File: config.mk
export PLATFORM = sky130hd
export DESIGN_NAME = chd_regs
export DESIGN_NICKNAME = d
export VERILOG_FILES = /design/src/logic/chd_pkg.sv /design/src/logic/chd_regs.sv
export VERILOG_INCLUDE_DIRS = /design/src /design/src/logic
export SDC_FILE = /design/constraint.sdc
export NUM_CORES = 1
export LEC_CHECK = 0
export ABC_AREA = 1
export BUFFER_PORTS_ARGS = -buffer_cell sky130_fd_sc_hd__buf_2
export CAP_MARGIN = 20
export CORE_ASPECT_RATIO = 0.6
export CORE_UTILIZATION = 33
export DETAILED_ROUTE_END_ITERATION = 6
export MAX_ROUTING_LAYER = met4
export PLACE_DENSITY = 0.55
export SLEW_MARGIN = 0
export SYNTH_ARGS = -nofsm -noshare
export SYNTH_HDL_FRONTEND = slang
export SYNTH_SLANG_ARGS = --single-unit
File: constraint.sdc
create_clock -name clk_sys -period 4.6 [get_ports clk_sys]
set_input_delay 0.46 -clock clk_sys [delete_from_list [all_inputs] [get_ports clk_sys]]
set_output_delay 0.46 -clock clk_sys [all_outputs]
set_load 0.05 [all_outputs]
File: src/logic/chd_defs.svh
// constants for the channel-2 diagnostic and conversion register slice
// assumes a register access port decoded from the serial link upstream
// Summary of operation
// RQ1: precise on-state check lowers ratio, raises resistance
// RQ2: host avoids precise check during fault/high current
// RQ3: open-load/short faults register after selected blanking
// RQ4: two-bit field selects off-state pull-up current
// RQ5: off-state open-load enable connects output pull-up
// RQ6: supply-short check enable connects output pull-down
// RQ7: off-state checks refused while on or faulted
// RQ8: latch select: auto retry or hold off
// RQ9: slew field selects rate, resets to two
// RQ10: current result bits 9-0, read-only, reset zero
// RQ11: temperature result bits 9-0, read-only
// RQ12: voltage result bits 9-0, read-only
// RQ13: bit 10 flags conversion newer than last read
// RQ14: measurement disables, voltage/temp reset one
// RQ15: reading clears freshness; new conversion sets it
// RQ16: result bits 15-11 read zero; writes ignored
`ifndef CHD_DEFS_SVH
`define CHD_DEFS_SVH
`define CHD_ADDR_DIAG 5'h18
`define CHD_ADDR_CUR 5'h19
`define CHD_ADDR_TEMP 5'h1a
`define CHD_ADDR_VOLT 5'h1b
`define CHD_DIAG_RESET 16'hc002
`define CHD_DIAG_WMASK 16'he7ff
`define CHD_BIT_VOFF 15
`define CHD_BIT_TOFF 14
`define CHD_BIT_IOFF 13
`define CHD_BIT_OLON 9
`define CHD_BLANK_HI 8
`define CHD_BLANK_LO 7
`define CHD_PU_HI 6
`define CHD_PU_LO 5
`define CHD_BIT_OLOFF 4
`define CHD_BIT_SVBB 3
`define CHD_BIT_LATCH 2
`define CHD_SLEW_HI 1
`define CHD_SLEW_LO 0
`define CHD_BIT_FRESH 10
`define CHD_CLK_HZ 20000000
// blanking times in microseconds, cycle counts derived from clock rate
`define CHD_BLANK0_US 400
`define CHD_BLANK1_US 1000
`define CHD_BLANK2_US 2000
`define CHD_BLANK3_US 4000
`define CHD_US_CYC(us) ((us) * (`CHD_CLK_HZ / 1000000))
`endif

File: src/logic/chd_pkg.sv
// types for the channel-2 diagnostic register slice
// assumes chd_defs.svh is on the include path
package chd_pkg;
    typedef struct packed {
        logic [4:0] addr;
        logic [15:0] wdata;
        logic wr;
        logic rd;
    } chd_req_t;
    typedef struct packed {
        logic precise_on;
        logic [1:0] pullup_sel;
        logic pullup_on;
        logic pulldown_on;
        logic latch_off;
        logic [1:0] slew_sel;
        logic volt_off;
        logic temp_off;
        logic cur_off;
    } chd_ctrl_t;
    typedef enum logic [1:0] {
        CHD_IDLE,
        CHD_BLANK,
        CHD_FAULT
    } chd_blank_t;
endpackage

File: src/logic/chd_regs.sv
// channel-2 diagnostic setup and conversion result registers
// assumes serial link decoding upstream on clk_sys; all inputs synchronous
`timescale 1ns/1ps
`include "chd_defs.svh"
module chd_regs import chd_pkg::*; #(
    parameter int BLANK0_CYC = `CHD_US_CYC(`CHD_BLANK0_US),
    parameter int BLANK1_CYC = `CHD_US_CYC(`CHD_BLANK1_US),
    parameter int BLANK2_CYC = `CHD_US_CYC(`CHD_BLANK2_US),
    parameter int BLANK3_CYC = `CHD_US_CYC(`CHD_BLANK3_US)
) (
    // clock, reset, enable
    input wire logic clk_sys,
    input wire logic sys_rst,
    input wire logic clk_en,
    // register access
    input wire chd_req_t req,
    output logic [15:0] rdata,
    output logic rvalid,
    // channel status
    input wire logic chan_on,
    input wire logic chan_fault,
    input wire logic diag_raw,
    // conversions
    input wire logic cur_done,
    input wire logic [9:0] cur_value,
    input wire logic temp_done,
    input wire logic [9:0] temp_value,
    input wire logic volt_done,
    input wire logic [9:0] volt_value,
    // analog controls and diagnostic fault flag
    output chd_ctrl_t ctrl,
    output logic diag_fault
);
    logic [15:0] diag_reg, diag_next;
    logic [10:0] cur_reg, temp_reg, volt_reg;
    logic [15:0] rdata_reg, rdata_next;
    logic rvalid_reg;
    chd_ctrl_t ctrl_reg;
    chd_blank_t bst_reg;
    logic [16:0] bcnt_reg;
    logic [16:0] blank_len;
    logic fault_reg;
    wire sel_diag = req.addr == `CHD_ADDR_DIAG;
    wire sel_cur = req.addr == `CHD_ADDR_CUR;
    wire sel_temp = req.addr == `CHD_ADDR_TEMP;
    wire sel_volt = req.addr == `CHD_ADDR_VOLT;
    wire wr_diag = req.wr && sel_diag;
    wire rd_cur = req.rd && sel_cur;
    wire rd_temp = req.rd && sel_temp;
    wire rd_volt = req.rd && sel_volt;
    wire off_blocked = chan_on || chan_fault;
    wire [15:0] wmasked = req.wdata & `CHD_DIAG_WMASK;
    // off-state checks refused while on or faulted [RQ7]
    wire oloff_new = wmasked[`CHD_BIT_OLOFF] && !off_blocked;
    wire svbb_new = wmasked[`CHD_BIT_SVBB] && !off_blocked;
    wire [1:0] blank_sel = diag_reg[`CHD_BLANK_HI:`CHD_BLANK_LO];
    assign blank_len = (blank_sel == 2'h0) ? 17'(BLANK0_CYC) :
                       (blank_sel == 2'h1) ? 17'(BLANK1_CYC) :
                       (blank_sel == 2'h2) ? 17'(BLANK2_CYC) :
                       17'(BLANK3_CYC);
    wire checks_on = diag_reg[`CHD_BIT_OLON] || diag_reg[`CHD_BIT_OLOFF]
                     || diag_reg[`CHD_BIT_SVBB];
    always_comb begin
        diag_next = diag_reg;
        if (wr_diag) begin
            diag_next = {wmasked[15:5], oloff_new, svbb_new, wmasked[2:0]};
        end
        // a fault or switch-on drops active off-state checks [RQ7]
        if (off_blocked) begin
            diag_next[`CHD_BIT_OLOFF] = 1'b0;
            diag_next[`CHD_BIT_SVBB] = 1'b0;
        end
    end
    // reserved bits read zero, unmapped reads return zero [RQ16]
    assign rdata_next = sel_diag ? diag_reg :
                        sel_cur ? {5'h00, cur_reg} :
                        sel_temp ? {5'h00, temp_reg} :
                        sel_volt ? {5'h00, volt_reg} : 16'h0000;
    always_ff @(posedge clk_sys) begin
        if (sys_rst) begin
            diag_reg <= `CHD_DIAG_RESET; // [RQ9] [RQ14]
        end else if (clk_en) begin
            diag_reg <= diag_next;
        end
    end
    always_ff @(posedge clk_sys) begin
        if (sys_rst) begin
            rdata_reg <= 16'h0000;
            rvalid_reg <= 1'b0;
        end else if (clk_en) begin
            rvalid_reg <= req.rd;
            if (req.rd) begin
                rdata_reg <= rdata_next;
            end
        end
    end
    // result words: new conversion wins over read clear [RQ13] [RQ15]
    always_ff @(posedge clk_sys) begin
        if (sys_rst) begin
            cur_reg <= 11'h000; // [RQ10]
            temp_reg <= 11'h000;
            volt_reg <= 11'h000;
        end else if (clk_en) begin
            if (cur_done && !diag_reg[`CHD_BIT_IOFF]) begin
                cur_reg <= {1'b1, cur_value}; // [RQ10]
            end else if (rd_cur) begin
                cur_reg[`CHD_BIT_FRESH] <= 1'b0;
            end
            if (temp_done && !diag_reg[`CHD_BIT_TOFF]) begin
                temp_reg <= {1'b1, temp_value}; // [RQ11]
            end else if (rd_temp) begin
                temp_reg[`CHD_BIT_FRESH] <= 1'b0;
            end
            if (volt_done && !diag_reg[`CHD_BIT_VOFF]) begin
                volt_reg <= {1'b1, volt_value}; // [RQ12]
            end else if (rd_volt) begin
                volt_reg[`CHD_BIT_FRESH] <= 1'b0;
            end
        end
    end
    // analog controls follow the setup word [RQ1] [RQ4] [RQ5] [RQ6]
    always_ff @(posedge clk_sys) begin
        if (sys_rst) begin
            ctrl_reg <= '0;
            ctrl_reg.slew_sel <= 2'h2;
            ctrl_reg.volt_off <= 1'b1;
            ctrl_reg.temp_off <= 1'b1;
        end else if (clk_en) begin
            ctrl_reg.precise_on <= diag_reg[`CHD_BIT_OLON]; // [RQ1]
            ctrl_reg.pullup_sel <= diag_reg[`CHD_PU_HI:`CHD_PU_LO]; // [RQ4]
            ctrl_reg.pullup_on <= diag_reg[`CHD_BIT_OLOFF]; // [RQ5]
            ctrl_reg.pulldown_on <= diag_reg[`CHD_BIT_SVBB]; // [RQ6]
            ctrl_reg.latch_off <= diag_reg[`CHD_BIT_LATCH]; // [RQ8]
            ctrl_reg.slew_sel <= diag_reg[`CHD_SLEW_HI:`CHD_SLEW_LO]; // [RQ9]
            ctrl_reg.volt_off <= diag_reg[`CHD_BIT_VOFF]; // [RQ14]
            ctrl_reg.temp_off <= diag_reg[`CHD_BIT_TOFF];
            ctrl_reg.cur_off <= diag_reg[`CHD_BIT_IOFF];
        end
    end
    // fault registered only after the raw condition outlasts blanking [RQ3]
    always_ff @(posedge clk_sys) begin
        if (sys_rst) begin
            bst_reg <= CHD_IDLE;
            bcnt_reg <= 17'h00000;
            fault_reg <= 1'b0;
        end else if (clk_en) begin
            case (bst_reg)
                CHD_IDLE: begin
                    fault_reg <= 1'b0;
                    bcnt_reg <= 17'h00001;
                    if (diag_raw && checks_on) begin
                        bst_reg <= CHD_BLANK;
                    end
                end
                CHD_BLANK: begin
                    if (!diag_raw || !checks_on) begin
                        bst_reg <= CHD_IDLE;
                    end else if (bcnt_reg >= blank_len) begin
                        bst_reg <= CHD_FAULT;
                        fault_reg <= 1'b1;
                    end else begin
                        bcnt_reg <= bcnt_reg + 17'h00001;
                    end
                end
                CHD_FAULT: begin
                    if (!diag_raw || !checks_on) begin
                        bst_reg <= CHD_IDLE;
                        fault_reg <= 1'b0;
                    end
                end
                default: bst_reg <= CHD_IDLE;
            endcase
        end
    end
    assign rdata = rdata_reg;
    assign rvalid = rvalid_reg;
    assign ctrl = ctrl_reg;
    assign diag_fault = fault_reg;

    chk_fresh_set: assert property ( // [RQ13]
        @(posedge clk_sys) disable iff (sys_rst)
        clk_en && cur_done && !diag_reg[`CHD_BIT_IOFF]
        |=> cur_reg[`CHD_BIT_FRESH] && cur_reg[9:0] == $past(cur_value))
        else $error("current result not captured");
    chk_fresh_clear: assert property ( // [RQ15]
        @(posedge clk_sys) disable iff (sys_rst)
        clk_en && rd_temp && !temp_done |=> !temp_reg[`CHD_BIT_FRESH])
        else $error("temp fresh not cleared by read");
    chk_reserved_zero: assert property ( // [RQ16]
        @(posedge clk_sys) disable iff (sys_rst)
        rvalid_reg && !$past(sel_diag) |-> rdata_reg[15:11] == 5'h00)
        else $error("reserved result bits nonzero");
    chk_offcheck_block: assert property ( // [RQ7]
        @(posedge clk_sys) disable iff (sys_rst)
        clk_en && off_blocked |=> !diag_reg[`CHD_BIT_OLOFF]
        && !diag_reg[`CHD_BIT_SVBB])
        else $error("off-state check set while blocked");
    chk_pullup_follow: assert property ( // [RQ5]
        @(posedge clk_sys) disable iff (sys_rst)
        clk_en ##1 $stable(diag_reg)
        |-> ctrl_reg.pullup_on == diag_reg[`CHD_BIT_OLOFF]
        && ctrl_reg.pulldown_on == diag_reg[`CHD_BIT_SVBB])
        else $error("pull controls not following setup");
    chk_precise_follow: assert property ( // [RQ1]
        @(posedge clk_sys) disable iff (sys_rst)
        clk_en |=> ctrl_reg.precise_on == $past(diag_reg[`CHD_BIT_OLON]))
        else $error("precise mode not following setup");
    chk_pullsel_follow: assert property ( // [RQ4]
        @(posedge clk_sys) disable iff (sys_rst)
        clk_en |=> ctrl_reg.pullup_sel
        == $past(diag_reg[`CHD_PU_HI:`CHD_PU_LO]))
        else $error("pull-up strength not following setup");
    chk_blank_fault: assert property ( // [RQ3]
        @(posedge clk_sys) disable iff (sys_rst)
        $rose(fault_reg) |-> $past(bst_reg) == CHD_BLANK
        && $past(bcnt_reg) >= $past(blank_len))
        else $error("fault before blanking ended");
    chk_slew_reset: assert property ( // [RQ9]
        @(posedge clk_sys)
        $fell(sys_rst) |-> diag_reg[`CHD_SLEW_HI:`CHD_SLEW_LO] == 2'h2
        && diag_reg[`CHD_BIT_VOFF])
        else $error("setup reset value wrong");
    chk_slew_follow: assert property ( // [RQ9]
        @(posedge clk_sys) disable iff (sys_rst)
        clk_en |=> ctrl_reg.slew_sel
        == $past(diag_reg[`CHD_SLEW_HI:`CHD_SLEW_LO]))
        else $error("slew select not following setup");
    chk_latch_follow: assert property ( // [RQ8]
        @(posedge clk_sys) disable iff (sys_rst)
        clk_en |=> ctrl_reg.latch_off == $past(diag_reg[`CHD_BIT_LATCH]))
        else $error("latch select not following");
endmodule

==> results.yml <==
logic_synthesis:
  synthFlopType: "dfxtp_1"
  syn-cell-area_um2: 4540
  ys_seq_area_share_pct: 41.0
  syn-instance-count: 634
  synth.distinct_cells: 34
  async_reset_ff_share_pct: 0
  ys_seq_elements: 93
  synth_edf_count: 0
  ys_warn_count: 0
  avgSynthCellArea_um2: 7.15
global_route:
  grt_pass1_vias: 3989
  grt_max_degree: 68
  met3_usage_pct: 5.19
  met1_usage_pct: 29.7
  track_usage_pct: 19.4
  grt_pass1_wl_um: 20800
  overflow: 0
  use_met2_pct: 23.6
  antenna_found_initial: 0
  grt-busiest-layer: "met1"
worst_setup_path:
  cp.arrival_ns: 2.66
  timing.critical_path.mode_cell: "nand2_1"
  cp_slowest_stage_delay_ns: 0.39
  r2r_cells: 14
  end_kind: "flop"
  cp_max_fo: 15
  crit_type: "reg2reg"
  worst-endpoint-required_ns: 4.83
  slowest_stage: "dfxtp_1"
  startpoint_type: "flop"
  crit_chain: "inv_1, nor2_1, inv_1, ha_1, nand2_1, nand2_1, nand2_1, nand2_1, a21oi_2, nand3_2, nand2_2, nand2_4, nand3_1, o21ai_1"
detailed_routing:
  drt-initial-drc-count: 327
  ant_nets: 0
  via_per_inst: 5.03
  drc: 0
  detail_route.first_pass.iterations: 4
  wl_per_cell_um: 14.9
  wirelength_um: 13100
  vias: 4398
sta:
  tightest_slew_ns: 0.931
  setup_violations: 0
  finClkSkew_ns: 0.00718
  period_minus_slack_ns: 2.43
  slew_headroom_pct: 37.7
  rsz0062_at_grt: "no"
  slew_viol_final: 0
  whs_ns: 0.332
  max_freq_ghz: 0.411
  period_share_pct: 52.9
  tns_ns: 0
  hold_viol: 0
flow_run:
  drv_cap: 0
floorplanning:
  coreArea_um2: 13100
  die_y_um: 92.8
  rows: 32
  die_w_um: 153
  start_util_pct: 34.5
  io_pins: 91
  die_area_um2: 14200
cts:
  cts_resized: 0
  clk_pin_slew_worst_paths_ns: 0.07
  htree_levels: 3
  clock_path_buffers: 2
  cts_tree: "built"
  clk_latency_ns: 0.35
  postCtsHoldBufs: 0
  clockRootBuffer: "clkbuf_16"
  postCtsSetupBuffers: 0
  cts_sinks: 93
  cts_inserted_buffers: 9
placement:
  numPortBuffers: 86
  dp_hpwl_um: 9770
  gp_congestion: 0.892
layout:
  nets: 774
  drive_above_1_share_pct: 18.6
  largest_reg_flops: 17
  num_antenna_cells: 0
  layout_common_cells: "109 x nand2_1, 98 x nor2_1, 93 x dfxtp_1"
  syn2layout_area_growth_pct: 17.3
  final_common_cell: "nand2_1"
pwr:
  leakagePower_nw: 2.27
  peakVddDrop_uv: 145
  p_per_area_nw_per_um2: 335
status:
  status: "complete, no violations"
min_path:
  min-delay-path-class: "in2reg"
  hold_depth: 3
[path summary, 6_finish.rpt]
path                                  from                  endpoint  slack [ns]
setup / recovery  diag_reg[7]$_SDFFE_PP0P_  bcnt_reg[1]$_SDFFE_PP0P_        2.17
hold / removal                      req[3]  diag_reg[1]$_SDFFE_PP1P_        0.33
setup reg to reg  diag_reg[7]$_SDFFE_PP0P_  bcnt_reg[1]$_SDFFE_PP0P_        2.17
hold reg to reg   temp_reg[6]$_SDFFE_PP0P_  temp_reg[6]$_SDFFE_PP0P_        0.46
[logic make-up after synthesis]
family	after synthesis	share of synthesized area [%]
AOI/OAI and AO/OA	142	17.1
xor gates and xnor gates	11	2.12
adders and majority gates	13	3.59
buffers and inverters	91	8.77
DFF	93	41.0
other	1	0.0827
and+or+nand+nor	283	27.3
[report_power, final]
group          switching [mW]  leakage, nW  internal, mW
combinational           0.118         1.36        0.0465
sequential             0.0137        0.756         0.825
clock                   0.352        0.148         0.430
[final cells by class]
type	instances	area [um^2]
tap	170	213
clock inverter	7	80.1
inverter	56	215
fill	1387	7810
multi-input combinational	451	2280
clock buffer	9	225
sequential	93	1860
timing repair buffer	88	445
[per-layer routing]
| metal | part of all wire (%) | wire (um) |
|---|---|---|
| met5 | 0 | 0 |
| met4 | 1.1 | 150 |
| met3 | 7.4 | 964 |
| met2 | 36 | 4700 |
| met1 | 55 | 7240 |
[synth_stat cells, types with 7 or more instances]
master / n / area (um^2)
a21oi_1: 38 / 190
a31oi_1: 11 / 68.8
clkbuf_1: 23 / 86.3
dfxtp_1: 93 / 1860
ha_1: 13 / 163
inv_1: 54 / 203
nand2_1: 109 / 409
nand2_2: 7 / 43.8
nand3_1: 46 / 230
nand4_1: 8 / 50.1
nor2_1: 98 / 368
o211ai_1: 10 / 75.1
o21ai_0: 72 / 360
xor2_1: 9 / 78.8
[stage by stage]
step | cells | util (%) | setup WS [ns] | power, mW | area [um^2]
2_1_floorplan | 635 | - | 2.71 | 0.965 | 4540
3_3_place_gp | 858 | 38.2 | 2.17 | 1.02 | 5010
3_5_place_dp | 858 | 38.2 | 2.15 | 1.02 | 5010
4_1_cts | 874 | 40.5 | 2.17 | 1.79 | 5320
5_1_grt | 874 | 40.5 | 1.95 | 1.84 | 5320
6_report | 874 | 40.5 | 2.17 | 1.78 | 5320
[worst max-delay path, delay by kind of cell, from the launching register on]
| family | cells | cell delay (ns) |
|---|---|---|
| buffers and inverters | 2 | 0.20 |
| adder cells (fa/ha/maj) | 1 | 0.31 |
| AND/OR/NAND/NOR | 9 | 1.18 |
| AO/OA/AOI/OAI | 2 | 0.23 |
| flip-flops | 1 | 0.39 |
(Power assumes the default switching activity.)
